<file path="config.mk">
export PLATFORM = sky130hd
export DESIGN_NAME = bsf_supervisor
export DESIGN_NICKNAME = d
export VERILOG_FILES = /design/src/bsf_pkg.sv /design/src/bsf_uart_tx.sv /design/src/bsf_supervisor.sv
export SDC_FILE = /design/constraint.sdc
export NUM_CORES = 1
export LEC_CHECK = 0
export ABC_CLOCK_PERIOD_IN_PS = 5000
export BUFFER_PORTS_ARGS = -buffer_cell sky130_fd_sc_hd__buf_2
export CAP_MARGIN = 20
export CORE_MARGIN = 2
export CORE_UTILIZATION = 52
export CTS_CLUSTER_SIZE = 8
export DETAILED_ROUTE_END_ITERATION = 10
export GPL_ROUTABILITY_DRIVEN = 0
export PLACE_DENSITY_LB_ADDON = 0.25
export SLEW_MARGIN = 10
export SYNTH_ARGS = -nofsm -noshare
export SYNTH_HDL_FRONTEND = slang
export SYNTH_SLANG_ARGS = --single-unit
</file>
<file path="constraint.sdc">
create_clock -name clk_i -period 5 [get_ports clk_i]
set_input_delay 0.25 -clock clk_i [delete_from_list [all_inputs] [get_ports clk_i]]
set_output_delay 0.25 -clock clk_i [all_outputs]
set_load 0.02 [all_outputs]
</file>
<file path="src/bsf_pkg.sv">
package bsf_pkg;
    // Status bit positions and vector widths
    localparam int unsigned ST_BUCK_OC = 0;
    localparam int unsigned ST_BUCK_LOW = 1;
    localparam int unsigned ST_BROWNOUT = 2;
    localparam int unsigned ST_VDD_UV = 3;
    localparam int unsigned ST_VDD_OV = 4;
    localparam int unsigned ST_TEMP_WARN = 5;
    localparam int unsigned ST_TEMP_SD = 6;
    localparam int unsigned ST_W = 7;
    localparam int unsigned CMP_W = 11;

    // Register offsets, reset values and control bit positions
    localparam logic [3:0] REG_STATUS = 4'h0;
    localparam logic [3:0] REG_IRQ = 4'h1;
    localparam logic [3:0] REG_MASK = 4'h2;
    localparam logic [3:0] REG_CTRL = 4'h3;
    localparam logic [ST_W-1:0] MASK_RST = 7'h00;
    localparam logic [1:0] CTRL_RST = 2'h3;
    localparam int unsigned CTRL_MSG_EN = 0;
    localparam int unsigned CTRL_WARN_EN = 1;

    // Serial link timing
    localparam int unsigned CLK_HZ = 125000000;
    localparam int unsigned BAUD = 9600;
    localparam int unsigned BIT_CYC = CLK_HZ / BAUD;
    localparam int unsigned BIT_CNT_W = 14;
    localparam int unsigned FRAME_BITS = 10;

    // Message codes sent on the host link
    localparam logic [7:0] MSG_STATUS = 8'h5a;
    localparam logic [7:0] MSG_WARN = 8'ha5;
    localparam logic [7:0] MSG_BROWNOUT = 8'hb0;

    typedef struct packed {
        logic buck_oc;      // Switch current above limit
        logic buck_lt90;    // Output below 90 %
        logic buck_ge94;    // Output at or above 94 %
        logic buck_lt80;    // Output below 80 %
        logic vdd_ov_stop;  // Above overvoltage stop level
        logic vdd_uv_stop;  // Below undervoltage stop level
        logic vdd_uv_drv;   // Below driver undervoltage level
        logic vdd_ov_ext;   // Extreme overvoltage
        logic pump_start;   // Below pump start level
        logic temp_warn;    // Temperature warning
        logic temp_hot;     // Above shutdown threshold
    } bsf_cmp_s;

    typedef struct packed {
        logic buck_en;
        logic pump_en;
        logic drv_en;
        logic amp_en;
        logic ldo12_en;
        logic ldo5_en;
        logic link_en;
    } bsf_en_s;
endpackage

</file>
<file path="src/bsf_uart_tx.sv">
`timescale 1ns/1ns
`default_nettype none
// Open-drain 8N1 transmitter, LSB first
module bsf_uart_tx (
    input wire logic clk_i,          // Clock
    input wire logic rst_n_i,        // Sync reset
    input wire logic valid_i,        // Byte offered
    input wire logic [7:0] data_i,   // Byte
    output logic ready_o,            // Idle, takes byte
    output logic od_oe_o             // Pull line low
);
    import bsf_pkg::*;

    typedef struct packed {
        logic busy;
        logic [9:0] shift;
        logic [3:0] bit_n;
        logic [BIT_CNT_W-1:0] cnt;
        logic oe;
    } bsf_tx_s;

    bsf_tx_s s_q, s_d;

    always_comb begin
        s_d = s_q;
        if (!s_q.busy) begin
            s_d.oe = 1'b0;
            if (valid_i) begin
                s_d.busy = 1'b1;
                s_d.shift = {1'b1, data_i, 1'b0};
                s_d.bit_n = 4'h0;
                s_d.cnt = '0;
                s_d.oe = 1'b1;
            end
        end else if (s_q.cnt == BIT_CNT_W'(BIT_CYC - 1)) begin
            s_d.cnt = '0;
            if (s_q.bit_n == 4'(FRAME_BITS - 1)) begin
                s_d.busy = 1'b0;
                s_d.oe = 1'b0;
            end else begin
                s_d.bit_n = s_q.bit_n + 4'h1;
                s_d.shift = {1'b1, s_q.shift[9:1]};
                s_d.oe = ~s_q.shift[1];
            end
        end else begin
            s_d.cnt = s_q.cnt + BIT_CNT_W'(1);
        end
    end

    always_ff @(posedge clk_i) begin
        if (!rst_n_i) begin
            s_q <= '0;
        end else begin
            s_q <= s_d;
        end
    end

    assign ready_o = !s_q.busy;
    assign od_oe_o = s_q.oe;
endmodule
`default_nettype wire

</file>
<file path="src/bsf_supervisor.sv">
// Implementation choices: the strobed register port and the register offsets.
`timescale 1ns/1ns
`default_nettype none
// Behaviour
// - Overcurrent bit follows limit, queues message
// - Low-output bit sets 90%, clears 94%
// - Below 80% latches brown-out, notifies host
// - Overvoltage stop disables buck
// - Undervoltage stop disables buck
// - Feedback held at supply shuts buck
// - Pump on only below start level
// - Undervoltage kills drivers, rest runs
// - Undervoltage sends status message
// - Extreme overvoltage turns everything off
// - Overheat turns all off, latches fault
// - Overheat recovery needs cool and CE toggle
// - Warn host before overheat shutdown
// - Latched faults clear on CE rise
// - CE low disables bridge, amps, 12V
// - Link is 9600 baud 8N1 open drain
// - Current fault pin low during motor fault
module bsf_supervisor (
    input wire logic clk_i,                 // Clock
    input wire logic rst_n_i,               // Sync reset, active low
    input wire bsf_pkg::bsf_cmp_s cmp_i,    // Async comparator results
    input wire logic fb_at_supply_i,        // Feedback pin held high
    input wire logic chip_en_i,             // Chip enable pin
    input wire logic ilimit_trip_i,         // Current limit comparator
    input wire logic motor_fault_i,         // Driver logic fault
    input wire logic [3:0] addr_i,          // Register address
    input wire logic [7:0] wdata_i,         // Write data
    input wire logic wr_i,                  // Write strobe
    input wire logic rd_i,                  // Read strobe
    output logic [7:0] rdata_o,             // Read data, next cycle
    output logic irq_o,                     // Level interrupt
    output bsf_pkg::bsf_en_s en_o,          // Function enables
    output logic host_link_pin_oe_o,        // Pull host link low
    output logic current_fault_out_oe_o     // Pull fault pin low
);
    import bsf_pkg::*;

    typedef struct packed {
        bsf_cmp_s cmp_m;
        bsf_cmp_s cmp;
        logic fb_m;
        logic fb;
        logic ce_m;
        logic ce;
        logic ce_prev;
        logic ilim_m;
        logic ilim;
        logic fault_m;
        logic fault;
        logic [ST_W-1:0] status;
        logic [ST_W-1:0] irq;
        logic [ST_W-1:0] mask;
        logic [1:0] ctrl;
        logic brownout;
        logic ot_latch;
        logic pend_status;
        logic pend_warn;
        logic pend_brown;
        logic [7:0] rdata;
    } bsf_state_s;

    bsf_state_s s_q, s_d;
    logic tx_ready;
    logic tx_valid;
    logic [7:0] tx_data;
    logic tx_oe;
    logic [ST_W-1:0] live;
    logic [ST_W-1:0] events;
    logic ce_rise;

    // Live status view built from synchronised levels
    always_comb begin
        live = s_q.status;
        live[ST_BUCK_OC] = s_q.cmp.buck_oc;
        if (s_q.cmp.buck_lt90) begin
            live[ST_BUCK_LOW] = 1'b1;
        end else if (s_q.cmp.buck_ge94) begin
            live[ST_BUCK_LOW] = 1'b0;
        end
        live[ST_BROWNOUT] = s_q.brownout;
        live[ST_VDD_UV] = s_q.cmp.vdd_uv_drv;
        live[ST_VDD_OV] = s_q.cmp.vdd_ov_ext;
        live[ST_TEMP_WARN] = s_q.cmp.temp_warn;
        live[ST_TEMP_SD] = s_q.ot_latch;
    end

    assign events = live & ~s_q.status;
    assign ce_rise = s_q.ce & ~s_q.ce_prev;

    always_comb begin
        s_d = s_q;
        // Two-stage synchronisers
        s_d.cmp_m = cmp_i;
        s_d.cmp = s_q.cmp_m;
        s_d.fb_m = fb_at_supply_i;
        s_d.fb = s_q.fb_m;
        s_d.ce_m = chip_en_i;
        s_d.ce = s_q.ce_m;
        s_d.ce_prev = s_q.ce;
        s_d.ilim_m = ilimit_trip_i;
        s_d.ilim = s_q.ilim_m;
        s_d.fault_m = motor_fault_i;
        s_d.fault = s_q.fault_m;

        // Latched faults clear only on CE rise once condition gone
        if (ce_rise && !s_q.cmp.buck_lt80) begin
            s_d.brownout = 1'b0;
        end
        if (ce_rise && !s_q.cmp.temp_hot) begin
            s_d.ot_latch = 1'b0;
        end
        if (s_q.cmp.buck_lt80) begin
            s_d.brownout = 1'b1;
        end
        if (s_q.cmp.temp_hot) begin
            s_d.ot_latch = 1'b1;
        end

        s_d.status = live;

        // Message requests; set beats clear on the same cycle
        if (tx_valid && tx_ready) begin
            if (s_q.pend_brown) begin
                s_d.pend_brown = 1'b0;
            end else if (s_q.pend_status) begin
                s_d.pend_status = 1'b0;
            end else begin
                s_d.pend_warn = 1'b0;
            end
        end
        if (events[ST_BUCK_OC] || events[ST_BUCK_LOW]
            || events[ST_VDD_UV]) begin
            s_d.pend_status = 1'b1;
        end
        if (events[ST_BROWNOUT]) begin
            s_d.pend_brown = 1'b1;
        end
        if (events[ST_TEMP_WARN] && s_q.ctrl[CTRL_WARN_EN]) begin
            s_d.pend_warn = 1'b1;
        end

        // Sticky interrupt bits; read clears, new event wins
        s_d.rdata = 8'h00;
        if (rd_i) begin
            unique case (addr_i)
                REG_STATUS: s_d.rdata = 8'(s_q.status);
                REG_IRQ: begin
                    s_d.rdata = 8'(s_q.irq);
                    s_d.irq = '0;
                end
                REG_MASK: s_d.rdata = 8'(s_q.mask);
                REG_CTRL: s_d.rdata = 8'(s_q.ctrl);
                default: s_d.rdata = 8'h00;
            endcase
        end
        s_d.irq = s_d.irq | events;
        if (wr_i) begin
            if (addr_i == REG_MASK) begin
                s_d.mask = wdata_i[ST_W-1:0];
            end
            if (addr_i == REG_CTRL) begin
                s_d.ctrl = wdata_i[1:0];
            end
        end
    end

    always_ff @(posedge clk_i) begin
        if (!rst_n_i) begin
            s_q <= '0;
            s_q.mask <= MASK_RST;
            s_q.ctrl <= CTRL_RST;
        end else begin
            s_q <= s_d;
        end
    end

    // Brown-out first: host must learn configuration is lost
    always_comb begin
        tx_data = MSG_WARN;
        if (s_q.pend_brown) begin
            tx_data = MSG_BROWNOUT;
        end else if (s_q.pend_status) begin
            tx_data = MSG_STATUS;
        end
    end
    assign tx_valid = s_q.ctrl[CTRL_MSG_EN] && en_o.link_en
        && (s_q.pend_brown || s_q.pend_status || s_q.pend_warn);

    bsf_uart_tx u_tx (
        .clk_i(clk_i),
        .rst_n_i(rst_n_i),
        .valid_i(tx_valid),
        .data_i(tx_data),
        .ready_o(tx_ready),
        .od_oe_o(tx_oe)
    );

    // Enables derive from synchronised levels and latches
    logic all_off;
    assign all_off = s_q.cmp.vdd_ov_ext || s_q.ot_latch;

    always_comb begin
        en_o.buck_en = !all_off && !s_q.brownout
            && !s_q.cmp.vdd_ov_stop
            && !s_q.cmp.vdd_uv_stop
            && !s_q.fb;
        en_o.pump_en = !all_off && s_q.cmp.pump_start;
        en_o.drv_en = !all_off && !s_q.brownout && s_q.ce
            && !s_q.cmp.vdd_uv_drv;
        en_o.amp_en = !all_off && !s_q.brownout && s_q.ce;
        en_o.ldo12_en = !all_off && !s_q.brownout && s_q.ce;
        en_o.ldo5_en = !all_off;
        en_o.link_en = !all_off;
    end

    // Link pin released when link shut off
    assign host_link_pin_oe_o = tx_oe && en_o.link_en;
    assign current_fault_out_oe_o = s_q.ilim || s_q.fault;
    assign irq_o = |(s_q.irq & s_q.mask);
    assign rdata_o = s_q.rdata;
endmodule
`default_nettype wire

</file>
; After elaboration in Yosys (flattened, before gate mapping)
; Index checks and enable logic that the tools add are counted.
; Widths: inputs -> output; s select.
[op_classes]
addsub = 2
eq_ne = 10
mux = 25
bitwise_logic = 7
n_reduce_logical = 43
[op_table]
columns = operator, count
row1 = $mux 30, 2
row2 = $mux 14, 2
row3 = $pmux 7 s4, 1
row4 = $mux 8, 2
row5 = $mux 15, 1
row6 = $add 14x1->14 const B, 1
row7 = $and 7x7->7, 2
row8 = $eq 14x14->1 const B, 1
row9 = $logic_and 1x1->1, 14
row10 = $mux 7, 2
row11 = $mux 1, 13
row12 = $reduce_bool 2->1, 6
row13 = $logic_not 1->1, 9
row14 = $eq 4x2->1 const B, 2
row15 = $reduce_and 2->1, 4
row16 = $not 7->7, 1
row17 = $or 7x7->7, 1
row18 = $reduce_or 7->1, 1
row19 = $logic_or 1x1->1, 6
row20 = $ne 2x1->1 const B, 3
row21 = $reduce_and 3->1, 2
row22 = $add 4x1->4 const B, 1
row23 = $eq 4x1->1 const B, 1
row24 = $eq 4x4->1 const B, 1
row25 = other kinds (6), 8
[totals]
register_bits = 97
inputBits = 31
word_cells = 133

; Logic depth before layout (Yosys ltp)
[logic_depth]
word_depth = 7
depth_mapped = 7
ltp_nobuf = 6

; By module
; Synthesis repeated with hierarchy kept, for this count alone.
[hier_totals]
hier_cells = 440
area_unflattened_um2 = 4037.6
[modules_own_cells]
columns = module, instances, cells_each, area_per_inst_um2, seq_area_each_um2
row1 = bsf_supervisor, 1, 239, 2408.6, 1321.3
row2 = bsf_uart_tx, 1, 201, 1629.1, 580.6

; Least setup slack after synthesis
; Ideal clock, no wire load.
[synth_path]
path_kind = register to register
startpoint = register u_tx.s_q[1] (netlist bit)
endpoint = register u_tx.s_q[24] (netlist bit)
setup_time_ns = 0.120
arrival_ns = 1.867
t_required_ns = 4.880
path_slack_ns = 3.014
stages_incl_launch_ff = 7
path_buffers = 1
path_cell_list = dfxtp_1 > ha_1 > nand4b_1 > or4_1 > buf_6 > o311a_1 > o31a_1
[synth_between]
elab_chain_cells = 3
[synth_rtl]
columns = element, line_no
row1 = from (decl), bsf_uart_tx.sv:22  ; bsf_tx_s s_q, s_d;
row2 = from (signal assigned), bsf_uart_tx.sv:52  ; s_q <= '0;
row3 = from (signal assigned), bsf_uart_tx.sv:54  ; s_q <= s_d;
row4 = $eq 14x14->1, bsf_uart_tx.sv:35  ; end else if (s_q.cnt == BIT_CNT_W'(BIT_CYC - 1)) begin
row5 = $ne 2x2->1 (no source line), --
row6 = $reduce_and 3->1 (no source line), --
; No other way between the ends.
; A chain may end at the register's enable or synchronous reset.

; Worst setup path in the final report
[layout_path]
startpoint = register u_tx.s_q[1] (netlist bit)
endpoint = register u_tx.s_q[26] (netlist bit)
; The elaborated chain is that of the path after synthesis.

==> results.sh <==
export IMPL_status="finished, final reports clean"
export IMPL_max_freq_mhz=374.9
export IMPL_period_needed_ns=2.667
export IMPL_netlist_area_sq_um=3819
export IMPL_antennaDiodeCount=0
export IMPL_grt_max_degree=53
export IMPL_clk_path_buf_depth=2
export IMPL_drive_gt1_share_pct=16.29
export IMPL_finalSetupViolations=0
export IMPL_area_growth_pct=11.34
export IMPL_rrSetupSlack_ns=2.33
export IMPL_postSynthAreaPerCell_sq_um=9.406
export IMPL_ys_ff_latch=95
export IMPL_clock_sinks=95
export IMPL_crit_required_ns=5.21
export IMPL_postSynthCellCount=406
export IMPL_ir_worst_vdd_mv=0.2254
export IMPL_nets=471
export IMPL_worstHoldStart="cmp_i[6]"
export IMPL_slew_violations=0
export IMPL_path_clk_slew_ns=0.11
export IMPL_root_buffer="clkbuf_8"
export IMPL_worstPathMaxFanout=19
export IMPL_grt_pass1_vias=2556
export IMPL_synth_top_cells_by_count="dfxtp_1 (95), nor2_1 (42), and2_1 (40)"
export IMPL_via_per_inst=5.577
export IMPL_vias=3017
export IMPL_yosys_area_top_type="dfxtp_1"
export IMPL_worst_r2r_endpoint="u_tx.s_q[26]$_SDFFE_PN0P_"
export IMPL_synthTopCellsByArea="dfxtp_1 (50%), and2_1 (6.6%), mux2i_1 (4.7%)"
export IMPL_first_pass_iters=5
export IMPL_netlist_area_leader_share_pct=49.80
export IMPL_reg2reg_depth=5
export IMPL_cp_start_kind="register"
export IMPL_slew_headroom_pct=50.48
export IMPL_synth_edff_count=0
export IMPL_postCtsSetupBuffers=0
export IMPL_drc=0
export IMPL_portBuffers=46
export IMPL_worst_pin_slew_ns=0.7429
export IMPL_antenna_found_initial=0
export IMPL_fin_ws_ns=2.333
export IMPL_cts_hold_buf=0
export IMPL_wl_um=7488
export IMPL_overflow=0
export IMPL_power_frac_clock_pct=34.5
export IMPL_seq_area_frac_synth_pct=49.80
export IMPL_seqPwrFrac_pct=55.8
export IMPL_htreeDepth=3
export IMPL_final_antenna_net_count=0
export IMPL_core_sq_um=7176
export IMPL_setup_worst_path_class="reg2reg"
export IMPL_pwr_share_comb_pct=9.7
export IMPL_ys_warn_count=0
export IMPL_end_kind="register"
export IMPL_p_switching_uw=414.7
export IMPL_switching_share_pct=28.33
export IMPL_cts_buffers=9
export IMPL_intPower_mw=1.049
export IMPL_dieWidth_um=89.70
export IMPL_wire_per_inst_um=13.84
export IMPL_powerDensity_nw_per_um2=344.3
export IMPL_fin_crit_sh_pct=53.35
export IMPL_die_y_um=89.70
export IMPL_clock_latency_ns=0.36
export IMPL_cts_tree="yes"
export IMPL_drt_iter0_markers=251
export IMPL_ctsResizeCount=0
export IMPL_synthArstFlopShare_pct=0
export IMPL_synth_nets=440
export IMPL_p_leak_nw=1.698
export IMPL_synth_most_common_cell="dfxtp_1"
export IMPL_rr_startpoint="u_tx.s_q[1]$_SDFFE_PN0P_"
export IMPL_crit_arrival_ns=2.88
export IMPL_worst_clock_skew_ns=0.01439
export IMPL_grt_pass1_wl_um=11990
export IMPL_crit_end="u_tx.s_q[26]$_SDFFE_PN0P_"
export IMPL_start_util_pct=53.22
export IMPL_die_area_sq_um=8045
export IMPL_grt_total_usage_pct=19.09
export IMPL_startpoint="u_tx.s_q[1]$_SDFFE_PN0P_"
export IMPL_ios=49
export IMPL_cap_violations=0
export IMPL_num_rows=31
export IMPL_ys_flop_type="dfxtp_1"
export IMPL_dp_slack_ns=2.472
export IMPL_synth_cell_type_count=56
export IMPL_grt_setup_unrepaired="false"
export IMPL_timing_hold_violations_final=0
export IMPL_hpwlAfterDp_um=5018
export IMPL_min_path_type="in2reg"
export IMPL_setup_tns_ns=0
-- kinds of logic after synthesis --
kind of cell,share of synthesized area [%]
AO/OA/AOI/OAI,16.09
buffers and inverters,5.045
other,0.09820
flip-flops,49.80
multiplexers,4.718
AND/OR/NAND/NOR,23.26
adder cells (fa/ha/maj),0.9831
-- placed cells by master, fill, tap and decap left out, drive strengths merged, types with 3 or more instances in the layout --
| master | count |
|---|---|
| a21oi | 24 |
| a221oi | 7 |
| a311oi | 3 |
| a31oi | 12 |
| a32oi | 3 |
| a41oi | 3 |
| and2 | 40 |
| and4 | 3 |
| buf | 49 |
| clkbuf | 9 |
| clkinv | 5 |
| dfxtp | 95 |
| ha | 3 |
| inv | 12 |
| mux2i | 18 |
| nand2 | 18 |
| nand2b | 3 |
| nand3 | 13 |
| nand4 | 4 |
| nor2 | 42 |
| nor2b | 8 |
| nor3 | 7 |
| nor4 | 6 |
| o211ai | 4 |
| o21a | 3 |
| o21ai | 4 |
| o311ai | 3 |
| o31a | 3 |
| o31ai | 4 |
| or3 | 7 |
-- through the flow --
step | instance area, sq um | total power [mW] | instances | hold WS [ns] | utilization, %
2_1_floorplan | 3819 | 0.9321 | 406 | 0.3751 | -
3_3_place_gp | 4039 | 0.9688 | 524 | 0.4138 | 56.29
3_5_place_dp | 4039 | 0.9730 | 524 | 0.4187 | 56.29
4_1_cts | 4247 | 1.475 | 540 | 0.07179 | 59.18
5_1_grt | 4252 | 1.534 | 541 | 0.06235 | 59.25
6_report | 4252 | 1.464 | 541 | 0.08268 | 59.25
-- critical path: stages, from the launching register on --
cell and delay, ns:
dfxtp_1 0.40, ha_1 0.33, nand4b_1 0.18, or4_1 0.85
o31ai_4 0.58, a221oi_1 0.19
-- final cells by class --
type	count	area, sq um
repair buffers	49	250.2
flip-flops and latches	95	1902
multi-input cells	272	1730
well taps	99	123.9
clock buffers	9	123.9
clock inverters	7	83.83
fillers	625	2924
inverters	10	37.54
-- per-layer routing --
metal,global-route usage [%],part of all wire (%),vias to the layer above
met5,0,0,-
met4,5.563,0.85,0
met3,4.662,5.3,7
met2,29.75,45,81
met1,26.37,48,1411
li1,-,-,1518
-- flip-flops by register name (all words and copies together) (netlist names) --
name / count
live: 6
s_d: 16
rdata_o: 7
s_q: 37
u_tx.s_q: 28
u_tx.od_oe_o: 1
-- power by group through the flow --
stage                     Sequential, mW  Combinational [mW]  Clock [mW]
after detailed placement           0.833               0.140           0
final                              0.817               0.143       0.505
after floorplan                    0.821               0.111           0
after global placement             0.832               0.137           0
after CTS                          0.816               0.141       0.518
after global routing               0.822               0.159       0.553
-- worst min-delay path by stage --
stage / end / cells past startpoint / slack [ns]
detailed placement: live[4]$_SDFF_PN0_ / 1 / 0.42
CTS: s_d[51]$_SDFF_PN0_ / 2 / 0.07
global route: s_d[41]$_SDFF_PN0_ / 2 / 0.06
floorplan: s_q[13]$_SDFFE_PN1P_ / 2 / 0.38
global placement: live[5]$_SDFF_PN0_ / 1 / 0.41
finish: s_d[51]$_SDFF_PN0_ / 2 / 0.08
Power figures use the tool's default switching activity.
